<file path="config.mk">
export PLATFORM = sky130hd
export DESIGN_NAME = ftf_top
export DESIGN_NICKNAME = d
export VERILOG_FILES = /design/src/hdl/ftf_pkg.sv /design/src/hdl/ftf_cnt_if.sv /design/src/hdl/ftf_addr_counter.sv /design/src/hdl/ftf_top.sv
export SDC_FILE = /design/constraint.sdc
export NUM_CORES = 1
export LEC_CHECK = 0
export BUFFER_PORTS_ARGS = -buffer_cell sky130_fd_sc_hd__buf_2
export CAP_MARGIN = 10
export CORE_MARGIN = 2
export CORE_UTILIZATION = 51
export DETAILED_ROUTE_END_ITERATION = 8
export PLACE_DENSITY = 0.78
export SYNTH_ARGS = -nofsm -noshare
export SYNTH_HDL_FRONTEND = slang
export SYNTH_SLANG_ARGS = --single-unit
</file>
<file path="constraint.sdc">
create_clock -name clk_sys -period 8.3 [get_ports clk_sys]
set_input_delay 1.66 -clock clk_sys [delete_from_list [all_inputs] [get_ports clk_sys]]
set_output_delay 1.66 -clock clk_sys [all_outputs]
set_load 0.01 [all_outputs]
</file>
<file path="src/hdl/ftf_pkg.sv">
// Purpose: Shared constants and types for the FIFO flag and counter block.
// Assumes: APB slave with 32-bit data and an 8-bit byte address.
// Notes:   Every offset is named here, and most reset values and field positions.
package ftf_pkg;

    // ------------------------------------------------------------------
    // Widths
    // ------------------------------------------------------------------
    localparam int PTR_W = 12;
    localparam int THR_W = 12;
    localparam int DIFF_W = 13;
    localparam int ADDR_W = 8;
    localparam int INT_W = 6;

    // ------------------------------------------------------------------
    // Register byte addresses
    // ------------------------------------------------------------------
    localparam logic [7:0] ADDR_CTRL = 8'h00;
    localparam logic [7:0] ADDR_AE_THR = 8'h04;
    localparam logic [7:0] ADDR_AF_THR = 8'h08;
    localparam logic [7:0] ADDR_STATUS = 8'h0C;
    localparam logic [7:0] ADDR_POINTERS = 8'h10;
    localparam logic [7:0] ADDR_INT_STAT = 8'h14;
    localparam logic [7:0] ADDR_INT_MASK = 8'h18;

    // ------------------------------------------------------------------
    // Field positions
    // ------------------------------------------------------------------
    localparam int CTRL_EMPTY_STOP = 0;
    localparam int CTRL_FULL_STOP = 1;
    localparam int CTRL_ASPECT_LO = 2;
    localparam int POINTERS_READ_LO = 16;
    localparam int INT_FULL = 0;
    localparam int INT_EMPTY = 1;
    localparam int INT_ALMOST_FULL = 2;
    localparam int INT_ALMOST_EMPTY = 3;
    localparam int INT_WRITE_BLOCKED = 4;
    localparam int INT_READ_BLOCKED = 5;

    // ------------------------------------------------------------------
    // Aspect ratios and their top counts
    // ------------------------------------------------------------------
    typedef enum logic [1:0] {
        ASPECT_4KX1 = 2'h0,
        ASPECT_2KX2 = 2'h1,
        ASPECT_1KX4 = 2'h2,
        ASPECT_512X9 = 2'h3
    } ftf_aspect_t;

    localparam logic [11:0] TOP_4KX1 = 12'hFFF;
    localparam logic [11:0] TOP_2KX2 = 12'h7FF;
    localparam logic [11:0] TOP_1KX4 = 12'h3FF;
    localparam logic [11:0] TOP_512X9 = 12'h1FF;

    // ------------------------------------------------------------------
    // Reset values
    // ------------------------------------------------------------------
    localparam logic [1:0] RST_ASPECT = 2'h3;
    localparam logic [11:0] RST_AE_THR = 12'h000;
    localparam logic [11:0] RST_AF_THR = 12'hFFF;
    // Flags seen before the first edge: empty and almost empty
    localparam logic [3:0] RST_FLAGS_PREV = 4'hA;
    localparam logic [5:0] RST_INT_MASK = 6'h00;
    localparam logic [12:0] RST_PTR = 13'h0000;
    localparam logic [31:0] RST_RDATA = 32'h00000000;

    // ------------------------------------------------------------------
    // State of the top module
    // ------------------------------------------------------------------
    typedef struct packed {
        logic emptyStop;
        logic fullStop;
        logic [1:0] aspect;
        logic [11:0] aeThr;
        logic [11:0] afThr;
        logic [12:0] rdDly1;
        logic [12:0] rdDly2;
        logic [12:0] wrDly1;
        logic [12:0] wrDly2;
        logic [3:0] flagsPrev;
        logic [5:0] intStat;
        logic [5:0] intMask;
        logic [31:0] rdData;
        logic clearCnt;
    } ftf_state_t;

    typedef struct packed {
        logic [11:0] addr;
        logic lap;
    } ftf_cnt_state_t;

endpackage

</file>
<file path="src/hdl/ftf_cnt_if.sv">
// Purpose: Carries control and value of one address counter.
// Assumes: Single clock domain shared by both ends.
// Notes:   The top drives the controls; the counter drives the value.
`timescale 1ns/1ps
interface ftf_cnt_if;
    logic advance;
    logic clear;
    logic [11:0] topCount;
    logic [11:0] addr;
    logic lap;

    modport owner(input advance, input clear, input topCount,
                  output addr, output lap);
    modport user(output advance, output clear, output topCount,
                 input addr, input lap);
endinterface

</file>
<file path="src/hdl/ftf_addr_counter.sv">
// Purpose: One wrapping 12-bit address counter with a lap bit.
// Assumes: Clear and advance are synchronous to clk_sys.
// Notes:   The lap bit toggles on each wrap so full and empty differ.
`timescale 1ns/1ps
module ftf_addr_counter
    import ftf_pkg::*;
(
    input wire logic clk_sys,
    input wire logic nrst,
    ftf_cnt_if.owner cnt
);

    ftf_cnt_state_t state;
    ftf_cnt_state_t next_state;

    // ------------------------------------------------------------------
    // Next value
    // ------------------------------------------------------------------
    always_comb begin
        next_state = state;
        if (cnt.clear) begin
            next_state = RST_PTR;
        end else if (cnt.advance) begin // [RL2]
            if (state.addr == cnt.topCount) begin
                next_state.addr = 12'h000; // [RL3]
                next_state.lap = ~state.lap;
            end else begin
                next_state.addr = state.addr + 12'h001; // [RL3]
            end
        end
    end

    always_ff @(posedge clk_sys or negedge nrst) begin
        if (!nrst) begin
            state <= RST_PTR;
        end else begin
            state <= next_state;
        end
    end

    assign cnt.addr = state.addr;
    assign cnt.lap = state.lap;

endmodule // ftf_addr_counter

</file>
<file path="src/hdl/ftf_top.sv">
// Purpose: Address counters, full/empty and programmable flags of a FIFO.
// Assumes: One clock; write and read requests are synchronous to clk_sys.
// Notes:   Registers over APB with zero wait states; one level interrupt.
`timescale 1ns/1ps
// Notes on behaviour
// [RL1] Almost-empty and almost-full thresholds are 12 bits, compared to difference.
// [RL2] Separate 12-bit write and read counters, each advancing once per operation.
// [RL3] Counters start at zero, reach depth minus one, then wrap to zero.
// [RL4] Almost-full is high while write minus read reaches the threshold.
// [RL5] Almost-empty is high while write minus read is at most threshold.
// [RL6] Thresholds count data bits, not words, so aspect ratio is honoured.
// [RL7] Almost-full stays high until the difference falls below the threshold.
// [RL8] Empty-stop freezes reads at empty; otherwise reads keep wrapping.
// [RL9] Full-stop freezes the write counter once the FIFO is full.
// [RL10] Full uses a twice-delayed read pointer, lingering two edges.
// [RL11] Empty uses a twice-delayed write pointer, lingering two edges.
// [RL12] Empty-stop and full-stop are active high and inhibit counting.
// [RL13] Writer grounds unused high data bits for narrow widths.
// [RL14] Difference is taken modulo the counter range, surviving wraps.
module ftf_top
    import ftf_pkg::*;
(
    input wire logic clk_sys,
    input wire logic nrst,
    input wire logic psel,
    input wire logic penable,
    input wire logic pwrite,
    input wire logic [7:0] paddr,
    input wire logic [31:0] pwdata,
    output logic [31:0] prdata,
    output logic pready,
    output logic pslverr,
    input wire logic writeReq,
    input wire logic readReq,
    output logic [11:0] writePointer,
    output logic [11:0] readPointer,
    output logic fullFlag,
    output logic emptyFlag,
    output logic almostFullFlag,
    output logic almostEmptyFlag,
    output logic irq
);

    ftf_state_t state;
    ftf_state_t next_state;

    ftf_cnt_if wrCnt();
    ftf_cnt_if rdCnt();

    logic [11:0] topCount;
    logic [12:0] wordDiff;
    logic [12:0] bitDiff;
    logic full;
    logic empty;
    logic almostFull;
    logic almostEmpty;
    logic writeBlocked;
    logic readBlocked;
    logic [3:0] flagsNow;
    logic [5:0] events;
    logic setupPhase;
    logic accessPhase;
    logic mapped;
    logic [31:0] readMux;

    // ------------------------------------------------------------------
    // Address counters
    // ------------------------------------------------------------------
    ftf_addr_counter wrCounter (
        .clk_sys(clk_sys),
        .nrst(nrst),
        .cnt(wrCnt)
    );

    ftf_addr_counter rdCounter (
        .clk_sys(clk_sys),
        .nrst(nrst),
        .cnt(rdCnt)
    );

    always_comb begin
        case (state.aspect)
            ASPECT_4KX1: topCount = TOP_4KX1;
            ASPECT_2KX2: topCount = TOP_2KX2;
            ASPECT_1KX4: topCount = TOP_1KX4;
            default: topCount = TOP_512X9;
        endcase
    end

    // ------------------------------------------------------------------
    // Full and empty
    // ------------------------------------------------------------------
    // Compared against delayed copies, as a resynchronised pointer would
    // be; the flag is pessimistic for two edges but never optimistic.
    assign full = (wrCnt.addr == state.rdDly2[11:0])
                && (wrCnt.lap != state.rdDly2[12]); // [RL10]
    assign empty = (rdCnt.addr == state.wrDly2[11:0])
                 && (rdCnt.lap == state.wrDly2[12]); // [RL11]

    assign writeBlocked = writeReq && full && state.fullStop; // [RL9] [RL12]
    assign readBlocked = readReq && empty && state.emptyStop; // [RL8] [RL12]

    assign wrCnt.advance = writeReq && !writeBlocked; // [RL2] [RL9]
    // Without empty-stop a read past empty just rereads old words
    assign rdCnt.advance = readReq && !readBlocked; // [RL2] [RL8]
    assign wrCnt.clear = state.clearCnt;
    assign rdCnt.clear = state.clearCnt;
    assign wrCnt.topCount = topCount;
    assign rdCnt.topCount = topCount;

    // ------------------------------------------------------------------
    // Programmable flags
    // ------------------------------------------------------------------
    always_comb begin
        // Equal addresses on different laps mean a whole depth stored
        if ((wrCnt.addr == rdCnt.addr) && (wrCnt.lap != rdCnt.lap)) begin
            wordDiff = {1'b0, topCount} + 13'h0001;
        end else begin
            wordDiff = {1'b0, (wrCnt.addr - rdCnt.addr) & topCount}; // [RL14]
        end
        case (state.aspect)
            ASPECT_4KX1: bitDiff = wordDiff; // [RL6]
            ASPECT_2KX2: bitDiff = {wordDiff[11:0], 1'b0}; // [RL6]
            ASPECT_1KX4: bitDiff = {wordDiff[10:0], 2'b00}; // [RL6]
            default: bitDiff = {wordDiff[9:0], 3'b000} + wordDiff; // [RL6]
        endcase
    end

    // Level compare: holds while the difference stays at or above
    assign almostFull = bitDiff >= {1'b0, state.afThr}; // [RL1] [RL4] [RL7]
    assign almostEmpty = bitDiff <= {1'b0, state.aeThr}; // [RL1] [RL5]

    assign flagsNow = {almostEmpty, almostFull, empty, full};

    always_comb begin
        events = '0;
        events[INT_FULL] = full && !state.flagsPrev[0];
        events[INT_EMPTY] = empty && !state.flagsPrev[1];
        events[INT_ALMOST_FULL] = almostFull && !state.flagsPrev[2];
        events[INT_ALMOST_EMPTY] = almostEmpty && !state.flagsPrev[3];
        events[INT_WRITE_BLOCKED] = writeBlocked;
        events[INT_READ_BLOCKED] = readBlocked;
    end

    // ------------------------------------------------------------------
    // APB decode
    // ------------------------------------------------------------------
    assign setupPhase = psel && !penable;
    assign accessPhase = psel && penable;

    always_comb begin
        mapped = 1'b1;
        readMux = '0;
        if (paddr == ADDR_CTRL) begin
            readMux[CTRL_EMPTY_STOP] = state.emptyStop;
            readMux[CTRL_FULL_STOP] = state.fullStop;
            readMux[CTRL_ASPECT_LO +: 2] = state.aspect;
        end else if (paddr == ADDR_AE_THR) begin
            readMux[THR_W-1:0] = state.aeThr;
        end else if (paddr == ADDR_AF_THR) begin
            readMux[THR_W-1:0] = state.afThr;
        end else if (paddr == ADDR_STATUS) begin
            readMux[3:0] = flagsNow;
        end else if (paddr == ADDR_POINTERS) begin
            readMux[PTR_W-1:0] = wrCnt.addr;
            readMux[POINTERS_READ_LO +: PTR_W] = rdCnt.addr;
        end else if (paddr == ADDR_INT_STAT) begin
            readMux[INT_W-1:0] = state.intStat;
        end else if (paddr == ADDR_INT_MASK) begin
            readMux[INT_W-1:0] = state.intMask;
        end else begin
            mapped = 1'b0;
        end
    end

    // ------------------------------------------------------------------
    // Next state
    // ------------------------------------------------------------------
    always_comb begin
        next_state = state;
        next_state.clearCnt = 1'b0;
        next_state.rdDly1 = {rdCnt.lap, rdCnt.addr}; // [RL10]
        next_state.rdDly2 = state.rdDly1; // [RL10]
        next_state.wrDly1 = {wrCnt.lap, wrCnt.addr}; // [RL11]
        next_state.wrDly2 = state.wrDly1; // [RL11]
        // Counters still hold old values while the clear is pending
        if (state.clearCnt) begin
            next_state.rdDly1 = RST_PTR;
            next_state.wrDly1 = RST_PTR;
        end
        next_state.flagsPrev = flagsNow;
        next_state.intStat = state.intStat;
        if (setupPhase && !pwrite) begin
            next_state.rdData = readMux;
        end
        if (accessPhase && pwrite) begin
            if (paddr == ADDR_CTRL) begin
                next_state.emptyStop = pwdata[CTRL_EMPTY_STOP];
                next_state.fullStop = pwdata[CTRL_FULL_STOP];
                next_state.aspect = pwdata[CTRL_ASPECT_LO +: 2];
                // New depth invalidates both counters
                if (pwdata[CTRL_ASPECT_LO +: 2] != state.aspect) begin
                    next_state.clearCnt = 1'b1;
                    next_state.rdDly1 = RST_PTR;
                    next_state.rdDly2 = RST_PTR;
                    next_state.wrDly1 = RST_PTR;
                    next_state.wrDly2 = RST_PTR;
                end
            end else if (paddr == ADDR_AE_THR) begin
                next_state.aeThr = pwdata[THR_W-1:0]; // [RL1]
            end else if (paddr == ADDR_AF_THR) begin
                next_state.afThr = pwdata[THR_W-1:0]; // [RL1]
            end else if (paddr == ADDR_INT_STAT) begin
                next_state.intStat = state.intStat & ~pwdata[INT_W-1:0];
            end else if (paddr == ADDR_INT_MASK) begin
                next_state.intMask = pwdata[INT_W-1:0];
            end
        end
        // Set after the clear so a same-cycle event survives
        next_state.intStat = next_state.intStat | events;
    end

    always_ff @(posedge clk_sys or negedge nrst) begin
        if (!nrst) begin
            state.emptyStop <= 1'b0;
            state.fullStop <= 1'b0;
            state.aspect <= RST_ASPECT;
            state.aeThr <= RST_AE_THR;
            state.afThr <= RST_AF_THR;
            state.rdDly1 <= RST_PTR;
            state.rdDly2 <= RST_PTR;
            state.wrDly1 <= RST_PTR;
            state.wrDly2 <= RST_PTR;
            state.flagsPrev <= RST_FLAGS_PREV;
            state.intStat <= '0;
            state.intMask <= RST_INT_MASK;
            state.rdData <= RST_RDATA;
            state.clearCnt <= 1'b0;
        end else begin
            state <= next_state;
        end
    end

    // ------------------------------------------------------------------
    // Outputs
    // ------------------------------------------------------------------
    assign prdata = state.rdData;
    assign pready = 1'b1;
    assign pslverr = accessPhase && !mapped;
    assign writePointer = wrCnt.addr;
    assign readPointer = rdCnt.addr;
    assign fullFlag = full;
    assign emptyFlag = empty;
    assign almostFullFlag = almostFull;
    assign almostEmptyFlag = almostEmpty;
    assign irq = |(state.intStat & state.intMask);

endmodule // ftf_top

</file>
# ---- Word-level counts from Yosys, hierarchy flattened
# Cells that the tools add are included.
dict set report op_classes {
  n_addsub 5
  magnitude_cmp 2
  n_eq_ne 17
  mux 48
  n_bitwise 11
  n_reduce_logical 40
}
# op n
set op_table {}
lappend op_table {{$mux 12} 13}
lappend op_table {{$mux 52} 3}
lappend op_table {{$mux 13} 7}
lappend op_table {{$eq 12x12->1} 5}
lappend op_table {{$mux 6} 7}
lappend op_table {{$pmux 13 s3} 1}
lappend op_table {{$pmux 12 s3} 1}
lappend op_table {{$add 12x1->12 const B} 2}
lappend op_table {{$eq 8x5->1 const B} 3}
lappend op_table {{$logic_and 1x1->1} 18}
lappend op_table {{$eq 8x4->1 const B} 2}
lappend op_table {{$mux 8} 2}
lappend op_table {{$add 12x1->13 const B} 1}
lappend op_table {{$add 13x13->13} 1}
lappend op_table {{$ge 13x12->1} 1}
lappend op_table {{$le 13x12->1} 1}
lappend op_table {{$and 12x12->12} 1}
lappend op_table {{$and 6x6->6} 2}
lappend op_table {{$mux 1} 12}
lappend op_table {{$sub 12x12->12} 1}
lappend op_table {{$logic_not 1->1} 9}
lappend op_table {{$eq 8x3->1 const B} 1}
lappend op_table {{$logic_not 8->1} 1}
lappend op_table {{$mux 4} 2}
lappend op_table {{15 further kinds} 26}
dict set report totals {
  regBits 147
  in_bits 47
  out_inout_bits 63
  wordCells 141
}

# ---- Logic depth before layout (Yosys ltp)
dict set report depth {
  depth_word 11
  ltp_mapped 24
  ltp_nobuf 23
}

# ---- Cells and area by module
# Synthesis repeated with hierarchy kept, for this count alone.
dict set report unflattened {
  hier_cells 927
  area_unflattened_um2 9027.4
}
# mod instances cells_each area_each_um2 seq_area_each_um2
set by_module_without_submodules {}
lappend by_module_without_submodules {ftf_top 1 743 7268.2 3047.9}
lappend by_module_without_submodules {ftf_addr_counter 2 92 879.6 325.3}

# ---- Least setup slack after synthesis
# OpenSTA, ideal clock, no wires.
dict set report synth_timing {
  path_type {register to output}
  start {register rdCounter.state, in the netlist rdCounter.cnt.addr[5]}
  end {output almostEmptyFlag}
  t_arrival_ps 4988
  required_ps 6640
  slack_ps 1652
  path_stages_with_launch 23
  n_path_buf 3
  path_cell_list {dfrtp_1 > clkbuf_1 > inv_1 > ha_1 > nand4_1 > or2_2 > clkbuf_1 > or2_2 > clkbuf_1 > nand4_1 > nand2_1 > ha_1 > nor2b_1 > o31a_1 > o21ai_0 > or3b_2 > a31oi_1 > o311ai_0 > ha_1 > nand4_1 > a221oi_1 > o41ai_1 > and2_1}
}
dict set report synth_via {
  elab_chain_len 6
  word_cells_on_any_way 8
  classes_between {2 x add/sub; 1 x order compare; 1 x eq/ne; 2 x mux; 1 x bitwise; 1 x reduce/logical}
}
# item line
set synth_rtl {}
lappend synth_rtl {{start: declaration} ftf_addr_counter.sv:13} ;# ftf_cnt_state_t state;
lappend synth_rtl {{start signal: assignment} ftf_addr_counter.sv:37} ;# state <= next_state;
lappend synth_rtl {{$sub 12x12->12 / $eq 12x12->1 (equally long branches)} {ftf_top.sv:119, ftf_top.sv:116}}
lappend synth_rtl {{$and 12x12->12 / $logic_and 1x1->1 (equally long branches)} {ftf_top.sv:119, ftf_top.sv:116}}
lappend synth_rtl {{$mux 13 (*)} ftf_top.sv:116} ;# if ((wrCnt.addr == rdCnt.addr) && (wrCnt.lap != rdCnt.lap)) begin
lappend synth_rtl {{$add 13x13->13} ftf_top.sv:125} ;# default: bitDiff = {wordDiff[9:0], 3'b000} + wordDiff;
lappend synth_rtl {{$pmux 13 s3 (*)} ftf_top.sv:121} ;# case (state.aspect)
lappend synth_rtl {{$le 13x12->1 (*)} ftf_top.sv:131} ;# assign almostEmpty = bitDiff <= {1'b0, state.aeThr};
lappend synth_rtl {{end: declaration} ftf_top.sv:40} ;# output logic almostEmptyFlag,
# Every way passes the cells marked *; elsewhere a longest branch is shown, timed or not.

# ---- Final worst setup path
dict set report layout_timing {
  start {register rdCounter.state, in the netlist rdCounter.cnt.addr[2]}
  end {output almostEmptyFlag}
}
# The elaborated chain is that of the path after synthesis.

==> results.py <==
metrics = {
    "outcome": {
        "status": "completed",
    },
    "yosys": {
        "yosysTopAreaCell": "dfrtp_1",
        "yosysTopAreaCellShare": 0.368,
        "synth-adder-area-share": 0.0692,
        "synth-compound-area-share": 0.162,
        "syn_area_sq_um": 8900,
        "ys_top_cells_by_area": "dfrtp_1 (37%), ha_1 (6.5%), mux2_2 (5.1%)",
        "synth.distinct_cells": 76,
        "synth_xor_area_frac": 0.0403,
        "yosysSeqAreaShare": 0.416,
        "synthMuxAreaShare": 0.0666,
        "synth_flop_cell": "dfrtp_1",
        "synthCells": 926,
        "ys_async_sr_fraction": 1.00,
        "ys_ff_latch": 147,
        "synthSimpleGateAreaFrac": 0.173,
        "synth_top_family_by_area": "simple AND/OR/NAND/NOR gates",
        "yosysWarnings": 0,
        "synth_area_per_cell_sq_um": 9.61,
        "synth_edf_count": 0,
    },
    "clock_tree": {
        "cts_max_path_buffers": 2,
        "cts_buffers": 17,
        "clkSinkCount": 147,
        "root_buffer": "clkbuf_16",
        "cts_tree": "yes",
        "cts_hold_buf": 0,
        "h-tree-depth": 4,
        "clk_latency_ps": 430,
        "clk_pin_slew_ps": 60,
        "postCtsSetupBuffers": 0,
        "cts_resized": 0,
    },
    "worst_setup_path": {
        "worst_ep_arrival_time_ps": 6340,
        "slowest_stage": "or4b_2",
        "crit_family": "compound AO/OA/AOI/OAI gates",
        "worst-path-buf-inv": 2,
        "worstPathRequired_ps": 6640,
        "worstPathMaxFanout": 10,
        "reg2reg_setup_slack_ps": 2260,
        "crit_start": "rdCounter.cnt.addr[2]$_DFFE_PN0P_",
        "max_stage_delay_ps": 610,
        "rr_startpoint": "rdCounter.cnt.addr[2]$_DFFE_PN0P_",
        "endpoint_kind": "output pin",
        "crit_type": "flip-flop to output pin",
        "startpoint_type": "flip-flop",
        "cp_cell_sequence": "inv_1 -> ha_1 -> o21a_1 -> o31a_1 -> o21a_1 -> o21ai_0 -> or4b_2 -> o21ai_0 -> ha_1 -> a2111oi_0 -> o21ai_0 -> nand2_1 -> xnor2_1 -> a22o_1 -> a211o_1 -> ha_1 -> nand4_1 -> a221oi_1 -> o41ai_2 -> and2_1 -> buf_2",
    },
    "timing": {
        "max_slew_margin": 0.299,
        "max_freq_mhz": 125,
        "maxSlewViolCount": 0,
        "tightestPinTransition_ps": 1050,
        "whs_ps": 447,
        "timing.final.crit_share": 0.964,
        "finalCriticalPeriod_ps": 8000,
        "fin_tns_setup_ps": 0,
        "finalHoldViolCount": 0,
        "finalSetupViolCount": 0,
        "rsz0062_at_grt": "no",
        "finalClockSkew_ps": 9.20,
    },
    "finish": {
        "drive_above_1_share": 0.218,
        "final_cell_mix": "dfrtp_1 (131), buf_2 (79), nand2_1 (74)",
        "final_util": 0.579,
        "final_common_cell": "dfrtp_1",
        "final_area_sq_um": 9950,
        "n_fill_cell": 1451,
        "syn_to_final_growth_pct": 11.8,
        "diodes": 0,
        "final_nets": 1071,
    },
    "power": {
        "p_per_area_nw_per_um2": 351,
        "swShare": 0.404,
        "ir_worst_vdd_mv": 0.314,
        "pwr-share-clk": 0.222,
        "power_frac_comb": 0.523,
        "seqPwrFrac": 0.255,
        "total_leakage_power_nw": 4.52,
        "power_switching_w": 0.00141,
        "p_int_w": 0.00208,
    },
    "die": {
        "start_util": 0.518,
        "fp.dieW_um": 136,
        "row_count": 48,
        "fp.dieH_um": 136,
        "core_sq_um": 17200,
        "die_area_sq_um": 18500,
        "ios": 110,
    },
    "routing": {
        "post_drt_wl_per_cell_um": 19.0,
        "drt_iter0_drc": 617,
        "drt-total-wl_um": 23000,
        "vias": 7256,
        "dr.pass1.iters": 6,
        "drc": 0,
        "ant_nets": 0,
        "vias_per_cell": 5.98,
    },
    "hold_path": {
        "hp-start": "state[93]$_DFF_PN0_",
        "min_path_type": "flip-flop to flip-flop",
    },
    "placement": {
        "dp_hpwl_um": 17100,
        "place_area_sq_um": 9350,
        "gp_congestion": 0.925,
        "port_buffers": 80,
    },
    "grt": {
        "grt_max_degree": 77,
        "grt_usage": 0.259,
        "grt_pass1_vias": 7096,
        "grt_pass1_wl_um": 37000,
        "grt.overflow.total": 0,
        "antenna_found_initial": 0,
    },
    "run": {
        "cap_violations": 0,
    },
}
==> final cells by class <==
type / count / area (sq um) / area share
multi-input combinational: 651 / 4590 / 0.462
sequential: 147 / 3700 / 0.372
timing repair buffer: 102 / 572 / 0.0575
clock buffer: 20 / 437 / 0.0439
tap: 225 / 282 / 0.0283
inverter: 57 / 214 / 0.0215
clock inverter: 12 / 155 / 0.0156
==> Yosys cell counts, types with 6 or more instances <==
| library cell | count |
|---|---|
| ha_1 | 46 |
| nor2_1 | 44 |
| a21o_1 | 8 |
| o22ai_1 | 13 |
| o21ai_0 | 52 |
| a21oi_1 | 30 |
| mux2i_1 | 12 |
| and2_1 | 32 |
| nor3_1 | 27 |
| a22oi_1 | 6 |
| a22o_1 | 10 |
| inv_1 | 57 |
| a222oi_1 | 8 |
| nand2_1 | 74 |
| nand4_1 | 12 |
| xnor2_1 | 36 |
| and2_4 | 10 |
| clkbuf_1 | 38 |
| or3_1 | 6 |
| buf_4 | 35 |
| nand2b_1 | 7 |
| mux2_2 | 40 |
| dfrtp_1 | 131 |
| o31ai_1 | 9 |
| nand3_1 | 30 |
| nor2b_1 | 13 |
| and3_1 | 10 |
| a31oi_1 | 7 |
| dfstp_2 | 16 |
| o21a_1 | 8 |
==> worst reg2reg max path, delay by kind of cell, from the launching register on <==
family                     cells  cell delay, ps
buffers and inverters          1             150
adders and majority gates      3            1000
and+or+nand+nor                4            1120
DFF                            1             540
AOI/OAI and AO/OA             12            3030
xor gates and xnor gates       1              70
==> routing by layer <==
layer | share of wire | track usage
met4 | 0.029 | 0.0920
met2 | 0.47 | 0.422
met3 | 0.059 | 0.0537
met5 | 0 | 0
met1 | 0.44 | 0.342
==> cell families (layout without fill, tap and decap cells) <==
group | count (synthesis) | count (layout)
fa+ha+maj | 48 | 48
flops | 147 | 147
simple gates | 292 | 292
buf+inv | 135 | 191
other cells | 2 | 9
mux | 53 | 53
compound gates | 208 | 208
xor+xnor | 41 | 41
==> metrics by stage <==
stage / cells / total power [W] / worst slack [ps]
6_report: 1214 / 0.00349 / 300
5_1_grt: 1214 / 0.00374 / 48.0
4_1_cts: 1214 / 0.00347 / 117
3_5_place_dp: 1182 / 0.00268 / 645
3_3_place_gp: 1182 / 0.00265 / 835
2_1_floorplan: 933 / 0.00221 / 1650
==> power by group through the flow <==
stage | clock [W] | sequential (W) | combinational, W
finish | 0.000775 | 0.000891 | 0.00182
global route | 0.000818 | 0.000899 | 0.00203
global placement | 0 | 0.000900 | 0.00175
detailed placement | 0 | 0.000902 | 0.00178
floorplan | 0 | 0.000899 | 0.00131
CTS | 0.000783 | 0.000890 | 0.00180
==> state kept, by name (all words and copies together), names as in the netlist <==
register and flops:
prdata 24, rdCounter.cnt.lap 1, wrCounter.cnt.lap 1, rdCnt.clear 1, rdCounter.cnt.addr 12, wrCounter.cnt.addr 12
state 96
==> final timing paths <==
path	depth (start not counted)	end
setup reg to reg	21	state[42]$_DFF_PN0_
max in group asynchronous	2	state[50]$_DFF_PN0_
hold / removal	1	state[80]$_DFF_PN0_
min in group asynchronous	1	state[120]$_DFFE_PN0P_
setup / recovery	21	almostEmptyFlag
hold reg to reg	1	state[80]$_DFF_PN0_
(Power assumes the default switching activity.)
